[src/core/bts_pkg.sv]
// Purpose: Shared constants and state types of the transfer scheme
// Assumes: 50 MHz system clock
// Notes:   Times are kept in ms; cycle counts derive from them
package bts_pkg;
  localparam int unsigned CLK_HZ        = 50_000_000;
  localparam int unsigned XFER_DELAY_MS = 100;
  localparam int unsigned UV_DELAY_MS   = 500;
  localparam int unsigned XFER_DELAY_CYC = XFER_DELAY_MS * (CLK_HZ / 1000);
  localparam int unsigned UV_DELAY_CYC   = UV_DELAY_MS * (CLK_HZ / 1000);

  localparam int unsigned SYNC_W    = 22;
  localparam int unsigned LOG_AW    = 5;
  localparam int unsigned LOG_DEPTH = 32;
  localparam int unsigned SNAP_W    = 27;

  // Bit positions inside one incomer byte of the sampled input vector
  localparam int unsigned IN_CONN    = 0;
  localparam int unsigned IN_RCLOSE  = 1;
  localparam int unsigned IN_ROPEN   = 2;
  localparam int unsigned IN_BLOCK   = 3;
  localparam int unsigned IN_LOCK    = 4;
  localparam int unsigned IN_SRCTRIP = 5;
  localparam int unsigned IN_SRCOK   = 6;
  localparam int unsigned IN_BRKCL   = 7;
  // Bus-tie inputs follow the two incomer bytes
  localparam int unsigned T_CONN     = 16;
  localparam int unsigned T_RCLOSE   = 17;
  localparam int unsigned T_ROPEN    = 18;
  localparam int unsigned T_BRKCL    = 19;
  localparam int unsigned T_BUSDEAD  = 20;
  localparam int unsigned T_LINEDEAD = 21;

  localparam logic [7:0] REG_CTRL     = 8'h00;
  localparam logic [7:0] REG_CMD      = 8'h04;
  localparam logic [7:0] REG_STATUS   = 8'h08;
  localparam logic [7:0] REG_LOG_CNT  = 8'h0c;
  localparam logic [7:0] REG_LOG_IDX  = 8'h10;
  localparam logic [7:0] REG_LOG_DATA = 8'h14;
  localparam logic [7:0] REG_INPUTS   = 8'h18;

  typedef logic [6:0] bts_rly_t;

  typedef struct packed {
    logic [2:0]              cmd;
    logic [1:0]              cls_pend;
    logic [1:0]              inc_req;
    logic [1:0]              tie_req;
    logic [1:0][31:0]        uv_cnt;
    logic [1:0][31:0]        dly_cnt;
    logic [1:0]              nr;
    logic [SNAP_W-1:0]       snap;
    logic [LOG_AW:0]         wptr;
    logic [4:0]              seq;
    logic                    auto_en;
    logic [LOG_AW-1:0]       log_idx;
    logic [2:0]              sw_close;
    logic [2:0]              sw_open;
    logic [31:0]             prdata;
    logic                    pslverr;
    bts_rly_t                rly0;
    bts_rly_t                rly1;
    bts_rly_t                rlyt;
    logic                    log_wr;
    logic [31:0]             log_wdata;
    logic [LOG_AW-1:0]       log_waddr;
  } bts_state_t;

  localparam logic AUTO_EN_RST = 1'b1;
  // Relay 3 carries the not-ready flag, so both leave reset flagged
  localparam logic [1:0] NR_RST      = 2'h3;
  localparam bts_rly_t   RLY_INC_RST = 7'h0d;
  localparam bts_rly_t   RLY_TIE_RST = 7'h01;

  function automatic int unsigned bts_bit(input int unsigned unit, input int unsigned idx);
    return unit * 8 + idx;
  endfunction
endpackage

[src/core/bts_if.sv]
// Purpose: Carrier between the scheme core, its sampler and its log
// Assumes: One clock domain
// Notes:   Plain signals, no clocking
interface bts_if;
  import bts_pkg::*;
  logic [SYNC_W-1:0] lvl;
  logic [SYNC_W-1:0] rise;
  logic              wr;
  logic [LOG_AW-1:0] waddr;
  logic [LOG_AW-1:0] raddr;
  logic [31:0]       wdata;
  logic [31:0]       rdata;
  modport syncer (output lvl, rise);
  modport logmem (input wr, waddr, wdata, raddr, output rdata);
  modport core   (input lvl, rise, rdata, output wr, waddr, wdata, raddr);
endinterface

[src/core/bts_sync.sv]
// Purpose: Two-stage sampler of the scheme inputs with rising-edge detect
// Assumes: Inputs are asynchronous contacts
// Notes:   Edge detect looks only at the second stage
module bts_sync (
  // Clock and reset
  input  wire logic                  clk_i,
  input  wire logic                  rst_n_i,
  // Raw pins and sampled view
  input  wire logic [bts_pkg::SYNC_W-1:0] raw_i,
  bts_if.syncer                      port
);
  import bts_pkg::*;
  typedef struct packed {
    logic [SYNC_W-1:0] meta;
    logic [SYNC_W-1:0] lvl;
    logic [SYNC_W-1:0] prev;
  } bts_sync_t;
  bts_sync_t s, next_s;

  always_comb begin
    next_s      = s;
    next_s.meta = raw_i;
    next_s.lvl  = s.meta;
    next_s.prev = s.lvl;
  end

  always_ff @(posedge clk_i or negedge rst_n_i) begin
    if (!rst_n_i) begin
      s <= '0;
    end else begin
      s <= next_s;
    end
  end

  assign port.lvl  = s.lvl;
  // One-cycle pulse per rising edge, so a held pulse counts once
  assign port.rise = s.lvl & ~s.prev;
endmodule // bts_sync

[src/core/bts_evlog.sv]
// Purpose: Event log memory with registered read data
// Assumes: Writer keeps its own pointer
// Notes:   Array has no reset; only the read register does
module bts_evlog (
  // Clock and reset
  input  wire logic clk_i,
  input  wire logic rst_n_i,
  // Log port
  bts_if.logmem     port
);
  import bts_pkg::*;
  logic [31:0] mem [LOG_DEPTH];
  logic [31:0] rdata;

  always_ff @(posedge clk_i) begin
    if (port.wr) begin
      mem[port.waddr] <= port.wdata;
    end
  end

  always_ff @(posedge clk_i or negedge rst_n_i) begin
    if (!rst_n_i) begin
      rdata <= 32'h0;
    end else begin
      rdata <= mem[port.raddr];
    end
  end

  assign port.rdata = rdata;
endmodule // bts_evlog

[src/core/bts_scheme.sv]
// Purpose: Two-incomer, one-tie automatic transfer interlock with APB access
// Assumes: Breaker status and voltage status arrive as contacts
// Notes:   Relay outputs lag the sampled inputs by one cycle, those fed from command or request state by two
module bts_scheme #(
  parameter int unsigned XFER_CYC = bts_pkg::XFER_DELAY_CYC,
  parameter int unsigned UV_CYC   = bts_pkg::UV_DELAY_CYC
) (
  // Clock and reset
  input  wire logic             CLK_SYS_I,
  input  wire logic             RST_N_I,
  // APB slave
  input  wire logic             PSEL_I,
  input  wire logic             PENABLE_I,
  input  wire logic             PWRITE_I,
  input  wire logic [7:0]       PADDR_I,
  input  wire logic [31:0]      PWDATA_I,
  output logic [31:0]           PRDATA_O,
  output logic                  PREADY_O,
  output logic                  PSLVERR_O,
  // Incomer inputs, bit 0 incomer 1, bit 1 incomer 2
  input  wire logic [1:0]       INC_CONN_I,
  input  wire logic [1:0]       INC_RCLOSE_I,
  input  wire logic [1:0]       INC_ROPEN_I,
  input  wire logic [1:0]       INC_BLOCK_I,
  input  wire logic [1:0]       INC_LOCKOUT_I,
  input  wire logic [1:0]       INC_SRCTRIP_I,
  input  wire logic [1:0]       INC_SRC_OK_I,
  input  wire logic [1:0]       INC_BRK_CLOSED_I,
  // Bus-tie inputs
  input  wire logic             TIE_CONN_I,
  input  wire logic             TIE_RCLOSE_I,
  input  wire logic             TIE_ROPEN_I,
  input  wire logic             TIE_BRK_CLOSED_I,
  input  wire logic             TIE_BUS_DEAD_I,
  input  wire logic             TIE_LINE_DEAD_I,
  // Output relays, bit k is relay k+1
  output bts_pkg::bts_rly_t     INC0_RELAY_O,
  output bts_pkg::bts_rly_t     INC1_RELAY_O,
  output bts_pkg::bts_rly_t     TIE_RELAY_O,
  output logic [1:0]            INC_NOT_READY_O
);
  import bts_pkg::*;

  bts_if u_if ();
  bts_state_t s, next_s;

  logic [SYNC_W-1:0] raw;
  logic [1:0]        conn, block, lock, srctrip, src_ok, brk;
  logic [1:0]        rclose_p, ropen_p, lock_p, srctrip_p;
  logic [1:0]        hold, uv_trip, trip, close_cmd;
  logic              common_nr, tie_close, tie_open;
  logic [SNAP_W-1:0] snap_now;
  logic              setup, access;

  assign raw = {TIE_LINE_DEAD_I, TIE_BUS_DEAD_I, TIE_BRK_CLOSED_I, TIE_ROPEN_I, TIE_RCLOSE_I, TIE_CONN_I,
                INC_BRK_CLOSED_I[1], INC_SRC_OK_I[1], INC_SRCTRIP_I[1], INC_LOCKOUT_I[1],
                INC_BLOCK_I[1], INC_ROPEN_I[1], INC_RCLOSE_I[1], INC_CONN_I[1],
                INC_BRK_CLOSED_I[0], INC_SRC_OK_I[0], INC_SRCTRIP_I[0], INC_LOCKOUT_I[0],
                INC_BLOCK_I[0], INC_ROPEN_I[0], INC_RCLOSE_I[0], INC_CONN_I[0]};

  bts_sync u_sync (
    .clk_i   (CLK_SYS_I),
    .rst_n_i (RST_N_I),
    .raw_i   (raw),
    .port    (u_if.syncer)
  );

  bts_evlog u_log (
    .clk_i   (CLK_SYS_I),
    .rst_n_i (RST_N_I),
    .port    (u_if.logmem)
  );

  // Per-incomer views of the sampled vector
  always_comb begin
    for (int i = 0; i < 2; i++) begin
      conn[i]      = u_if.lvl[bts_bit(i, IN_CONN)];
      block[i]     = u_if.lvl[bts_bit(i, IN_BLOCK)];
      lock[i]      = u_if.lvl[bts_bit(i, IN_LOCK)];
      srctrip[i]   = u_if.lvl[bts_bit(i, IN_SRCTRIP)];
      src_ok[i]    = u_if.lvl[bts_bit(i, IN_SRCOK)];
      brk[i]       = u_if.lvl[bts_bit(i, IN_BRKCL)];
      rclose_p[i]  = u_if.rise[bts_bit(i, IN_RCLOSE)];
      ropen_p[i]   = u_if.rise[bts_bit(i, IN_ROPEN)];
      lock_p[i]    = u_if.rise[bts_bit(i, IN_LOCK)];
      srctrip_p[i] = u_if.rise[bts_bit(i, IN_SRCTRIP)];
    end
  end

  // Incomer command and timer terms
  always_comb begin
    for (int i = 0; i < 2; i++) begin
      hold[i]      = ~src_ok[i] | (s.dly_cnt[i] != 32'h0);
      uv_trip[i]   = ~src_ok[i] & (s.uv_cnt[i] == 32'h1) & brk[i];
      trip[i]      = ropen_p[i] | s.sw_open[i] | lock[i] | srctrip[i] | uv_trip[i];
      close_cmd[i] = rclose_p[i] | s.sw_close[i];
    end
  end

  assign common_nr = ~u_if.lvl[T_CONN] | u_if.lvl[T_BRKCL] | ~(&conn) | (|block) | ~(&brk);
  assign tie_close = u_if.rise[T_RCLOSE] | s.sw_close[2];
  assign tie_open  = u_if.rise[T_ROPEN] | s.sw_open[2];
  assign snap_now  = {s.nr, s.cmd, u_if.lvl};
  assign setup     = PSEL_I & ~PENABLE_I;
  assign access    = PSEL_I & PENABLE_I;

  always_comb begin
    next_s          = s;
    next_s.sw_close = 3'h0;
    next_s.sw_open  = 3'h0;
    next_s.log_wr   = 1'b0;

    for (int i = 0; i < 2; i++) begin
      if (src_ok[i]) begin
        next_s.uv_cnt[i]  = UV_CYC;
      end else if (s.uv_cnt[i] != 32'h0) begin
        next_s.uv_cnt[i]  = s.uv_cnt[i] - 32'h1;
      end
      if (!src_ok[i]) begin
        next_s.dly_cnt[i] = XFER_CYC;
      end else if (s.dly_cnt[i] != 32'h0) begin
        next_s.dly_cnt[i] = s.dly_cnt[i] - 32'h1;
      end

      if (trip[i]) begin
        next_s.cmd[i]      = 1'b0;
        next_s.cls_pend[i] = 1'b0;
      end else if (s.cls_pend[i] && conn[i] && src_ok[i]) begin
        next_s.cmd[i]      = 1'b1;
        next_s.cls_pend[i] = 1'b0;
      end
      if (close_cmd[i] && !trip[i]) begin
        next_s.cls_pend[i] = 1'b1;
      end

      if (!brk[i]) begin
        next_s.inc_req[i] = 1'b0;
      end
      if (s.auto_en && (lock_p[i] || srctrip_p[i] || uv_trip[i])) begin
        next_s.inc_req[i] = 1'b1;
      end

      // Set before the tie update, which reloads it from inc_req, so a request is never lost
      if (s.inc_req[i]) begin
        next_s.tie_req[i] = 1'b1;
      end
    end

    if (tie_open) begin
      next_s.cmd[2]  = 1'b0;
      next_s.tie_req = s.inc_req;
    end else if (tie_close && u_if.lvl[T_CONN]) begin
      next_s.cmd[2]  = 1'b1;
    end else if (u_if.lvl[T_CONN] && ((s.tie_req[0] && u_if.lvl[T_BUSDEAD]) ||
                                     (s.tie_req[1] && u_if.lvl[T_LINEDEAD]))) begin
      next_s.cmd[2]  = 1'b1;
      next_s.tie_req = s.inc_req;
    end

    for (int i = 0; i < 2; i++) begin
      next_s.nr[i] = common_nr | hold[1-i];
    end

    // incomer and tie relay map
    // Relay 3 takes the new flag so it never lags the not-ready output
    next_s.rly0 = {conn[0] & brk[0] & ~block[0], s.inc_req[0], conn[0] & brk[0] & ~block[0],
                   ~src_ok[0], next_s.nr[0], s.cmd[0], ~s.cmd[0]};
    next_s.rly1 = {conn[1] & brk[1] & ~block[1], s.inc_req[1], conn[1] & brk[1] & ~block[1],
                   ~src_ok[1], next_s.nr[1], s.cmd[1], ~s.cmd[1]};
    next_s.rlyt = {u_if.lvl[T_CONN] & u_if.lvl[T_BRKCL], u_if.lvl[T_CONN],
                   u_if.lvl[T_CONN] & u_if.lvl[T_BRKCL], u_if.lvl[T_CONN], 1'b0, s.cmd[2], ~s.cmd[2]};

    // log each change while room remains
    if (snap_now != s.snap) begin
      next_s.snap = snap_now;
      if (s.wptr < 6'(LOG_DEPTH)) begin
        next_s.log_wr    = 1'b1;
        next_s.log_waddr = s.wptr[LOG_AW-1:0];
        next_s.log_wdata = {s.seq, snap_now};
        next_s.wptr      = s.wptr + 6'h1;
        next_s.seq       = s.seq + 5'h1;
      end
    end

    // Read data is prepared in setup so the access phase needs no wait
    if (setup) begin
      next_s.pslverr = 1'b0;
      unique case (PADDR_I)
        REG_CTRL:     next_s.prdata = {31'h0, s.auto_en};
        REG_CMD:      next_s.prdata = 32'h0;
        REG_STATUS:   next_s.prdata = {23'h0, s.tie_req, s.inc_req, s.nr, s.cmd};
        REG_LOG_CNT:  next_s.prdata = {26'h0, s.wptr};
        REG_LOG_IDX:  next_s.prdata = {27'h0, s.log_idx};
        REG_LOG_DATA: next_s.prdata = u_if.rdata;
        REG_INPUTS:   next_s.prdata = {10'h0, u_if.lvl};
        default: begin
          next_s.prdata  = 32'h0;
          next_s.pslverr = 1'b1;
        end
      endcase
    end

    if (access && PWRITE_I) begin
      unique case (PADDR_I)
        REG_CTRL: begin
          next_s.auto_en = PWDATA_I[0];
          // Clearing restarts numbering; entries beyond the pointer are stale
          if (PWDATA_I[1]) begin
            next_s.wptr = 6'h0;
            next_s.seq  = 5'h0;
          end
        end
        REG_CMD: begin
          next_s.sw_close = PWDATA_I[2:0];
          next_s.sw_open  = PWDATA_I[6:4];
        end
        REG_LOG_IDX: next_s.log_idx = PWDATA_I[LOG_AW-1:0];
        default: begin
        end
      endcase
    end
  end

  always_ff @(posedge CLK_SYS_I or negedge RST_N_I) begin
    if (!RST_N_I) begin
      s          <= '0;
      s.auto_en  <= AUTO_EN_RST;
      s.nr       <= NR_RST;
      s.rly0     <= RLY_INC_RST;
      s.rly1     <= RLY_INC_RST;
      s.rlyt     <= RLY_TIE_RST;
    end else begin
      s <= next_s;
    end
  end

  assign u_if.wr    = s.log_wr;
  assign u_if.waddr = s.log_waddr;
  assign u_if.wdata = s.log_wdata;
  assign u_if.raddr = s.log_idx;

  assign PRDATA_O        = s.prdata;
  assign PREADY_O        = 1'b1;
  assign PSLVERR_O       = s.pslverr & access;
  assign INC0_RELAY_O    = s.rly0;
  assign INC1_RELAY_O    = s.rly1;
  assign TIE_RELAY_O     = s.rlyt;
  assign INC_NOT_READY_O = s.nr;
endmodule // bts_scheme

[config.mk]
export PLATFORM = sky130hd
export DESIGN_NAME = bts_scheme
export DESIGN_NICKNAME = d
export VERILOG_FILES = /design/src/core/bts_pkg.sv /design/src/core/bts_if.sv /design/src/core/bts_sync.sv /design/src/core/bts_evlog.sv /design/src/core/bts_scheme.sv
export SDC_FILE = /design/constraint.sdc
export NUM_CORES = 1
export LEC_CHECK = 0
export BUFFER_PORTS_ARGS = -buffer_cell sky130_fd_sc_hd__buf_2
export CORE_ASPECT_RATIO = 0.7
export CORE_UTILIZATION = 30
export DETAILED_ROUTE_END_ITERATION = 16
export GPL_TIMING_DRIVEN = 1
export HOLD_SLACK_MARGIN = 0.02
export PLACE_DENSITY = 0.54
export SLEW_MARGIN = 40
export SYNTH_ARGS = -nofsm -noshare
export SYNTH_HDL_FRONTEND = slang
export SYNTH_HIERARCHICAL = 1
export SYNTH_SLANG_ARGS = --single-unit
[constraint.sdc]
create_clock -name CLK_SYS_I -period 2.7 [get_ports CLK_SYS_I]
set_clock_uncertainty 0.1 [all_clocks]
set_input_delay 0.54 -clock CLK_SYS_I [delete_from_list [all_inputs] [get_ports CLK_SYS_I]]
set_output_delay 0.54 -clock CLK_SYS_I [all_outputs]
set_load 0.02 [all_outputs]
==> results.toml <==
[timing]
slew_headroom = 0.4775
tightest_slew_ns = 0.7809
finalHoldViolations = 0
finalSetupViolCount = 0
rsz0062_at_grt = "false"
fmax_mhz = 384.0
post-route-period-util = 0.9645
setup_tns_ns = 0
slew_violations = 0
min_period_ns = 2.604

[critical_path]
critPathKind = "register to register"
cp-startpoint = "s[251]"
critical_path.max_fanout = 7
crit_arrival_ns = 3.12
required_ns = 3.22
cp_slowest_cell = "or4_4"
crit_family = "simple AND/OR/NAND/NOR gates"
crit_path_start_kind = "register"
cp_cell_sequence = "or4_4, or2_1, o41ai_4, nor3_1, or3b_1"
cp-end-kind = "register"
worstReg2RegStart = "s[251]"
max_stage_delay_ns = 0.60
crit_buf_inv = 0

[floorplanning]
core_mm2 = 0.1850
die-area_mm2 = 0.1880
die_w_um = 517.8
die_h_um = 363.0
io_pins = 124
initial_core_util = 0.3020
row_count = 132

[detailed_routing]
drc = 0
routed_wl_mm = 144.8
dr_total_vias = 31860
viasPerCell = 4.956
drtIter0Drc = 3258
firstDrtPassIters = 6
wl_per_cell_um = 22.53
ant_nets = 0

[clock_tree]
htree_levels = 3
cts_inserted_buffers = 119
root_buffer = "clkbuf_16"
clockBufferDepth = 3
tritoncts = "yes"
cts_sinks = 1384
cts.clk_slew.worst_paths_ns = 0.07
worst_skew_pair.late_latency_ns = 0.74

[placed_design]
dpl-instance-area_mm2 = 0.06073
portBuffers = 96
gp_congestion = 0.7927
dp_hpwl_mm = 87.72

[pwr]
power_density_mw_per_mm2 = 781.6
pwr-share-clk = 0.355
pwr-share-seq = 0.551
finalPower_w = 0.05093
combPwrFrac = 0.094
total_leakage_power_nw = 21.19
ir_worst_vdd_uv = 520.6
p_int_w = 0.03815
swShare = 0.2510
switchingPower_w = 0.01278

[yosys]
avgSynthCellArea_um2 = 15.41
synth.cell_area_mm2 = 0.05586
yosysWarnings = 6
syn_inst = 3626
synth_nets = 3701

[global_routing]
gr-total-overflow = 0
grt_pass1_wl_mm = 210.7
grt_max_degree = 65
antenna_found_initial = 8
grt_usage = 0.1511
grt_pass1_vias = 30350

[layout]
finalInstanceArea_mm2 = 0.06516
layout.nets = 3916
drive_gt1_frac = 0.1803
final_core_util = 0.3522
area_growth_pct = 16.63

[run_status]
status = "finished clean"

[run]
drv_cap = 0

[worst_hold_path]
hp-start = "PADDR_I[1]"
min_path_type = "input port to register"
worst reg2reg max path, stage by stage, from the launching register on:
cell	delay, ns
dfrtp_1	0.41
or4_4	0.60
or2_1	0.36
o41ai_4	0.57
nor3_1	0.10
or3b_1	0.36
placed cells by master (no fill, tap or decap), types with 23 or more instances in the layout:
cell           count
a21oi_1          154
buf_12            59
or3_1             32
mux2i_1          545
nand3_1          136
buf_2             95
mux2_2            48
nor2_4            33
dlygate4sd3_1     30
edfxtp_1        1024
clkinv_2          23
a22o_1            77
or4_1             44
buf_4            198
dfrtp_1          332
clkbuf_16        123
nor3_1            61
nor2_1            72
a31oi_1           37
nand2b_1          26
o31ai_1           25
nand2_1          176
o21ai_0           41
a22oi_1           96
and2_1            24
xnor2_1           48
nor4_1            29
state kept, by name, summed over array words and instances (netlist names):
signal,cells
u_log/mem,1024
TIE_RELAY_O,4
u_sync/port.lvl,22
u_if.raddr,5
s,178
u_sync/s,10
INC0_RELAY_O,6
u_if.wr,1
next_s,5
u_if.wdata,32
u_log/port.rdata,32
PRDATA_O,32
u_sync/next_s,22
u_if.waddr,5
INC1_RELAY_O,6
timing repair:
action,CTS,global route
hold buffers,30,0
setup endpoints to repair,0,0
resized for setup,0,0
endpoints found under the hold margin,80,0
buffers inserted,0,0
final timing paths:
path                       slack (ns)  cells after the start                   to
min in group asynchronous        0.25                      2               s[156]
hold / removal                   0.16                      4               s[103]
hold reg to reg                  0.25                      0  u_sync/port.lvl[11]
setup reg to reg                  0.1                      5               s[259]
setup / recovery                  0.1                      5               s[259]
max in group asynchronous        1.30                      3       u_if.wdata[10]
layer usage:
layer	track usage	wire, µm
met1	0.2421	73640
met2	0.2074	58980
met3	0.02774	9709
met4	0.03231	2497
met5	0	10
layout make-up:
| type | count | area, µm² |
|---|---|---|
| clock inverter | 62 | 710.7 |
| tap | 2479 | 3102 |
| antenna | 5 | 12.51 |
| clock buffer | 162 | 3398 |
| multi-input combinational | 1939 | 14630 |
| sequential | 1384 | 39800 |
| timing repair buffer | 383 | 3458 |
| inverter | 14 | 52.55 |
| fill | 17660 | 119800 |
stage by stage:
stage | hold slack (ns) | setup slack [ns] | instances
final | 0.1637 | 0.09589 | 6428
after floorplan | 0.1444 | -0.2252 | 3626
after global placement | 0.2320 | -0.1070 | 6169
after CTS | 0.1072 | 0.09718 | 6423
after detailed placement | 0.2363 | -0.1272 | 6169
after global routing | 0.1716 | 0.003989 | 6424
power by group through the flow:
stage,clock network (W),logic (W),registers (W)
floorplan,0,0.00212,0.0282
global placement,0,0.00472,0.0284
detailed placement,0,0.00481,0.0285
CTS,0.0185,0.00486,0.0281
global route,0.0193,0.00521,0.0283
finish,0.0181,0.00480,0.0280
No activity file was read; power rests on OpenSTA's default activity.
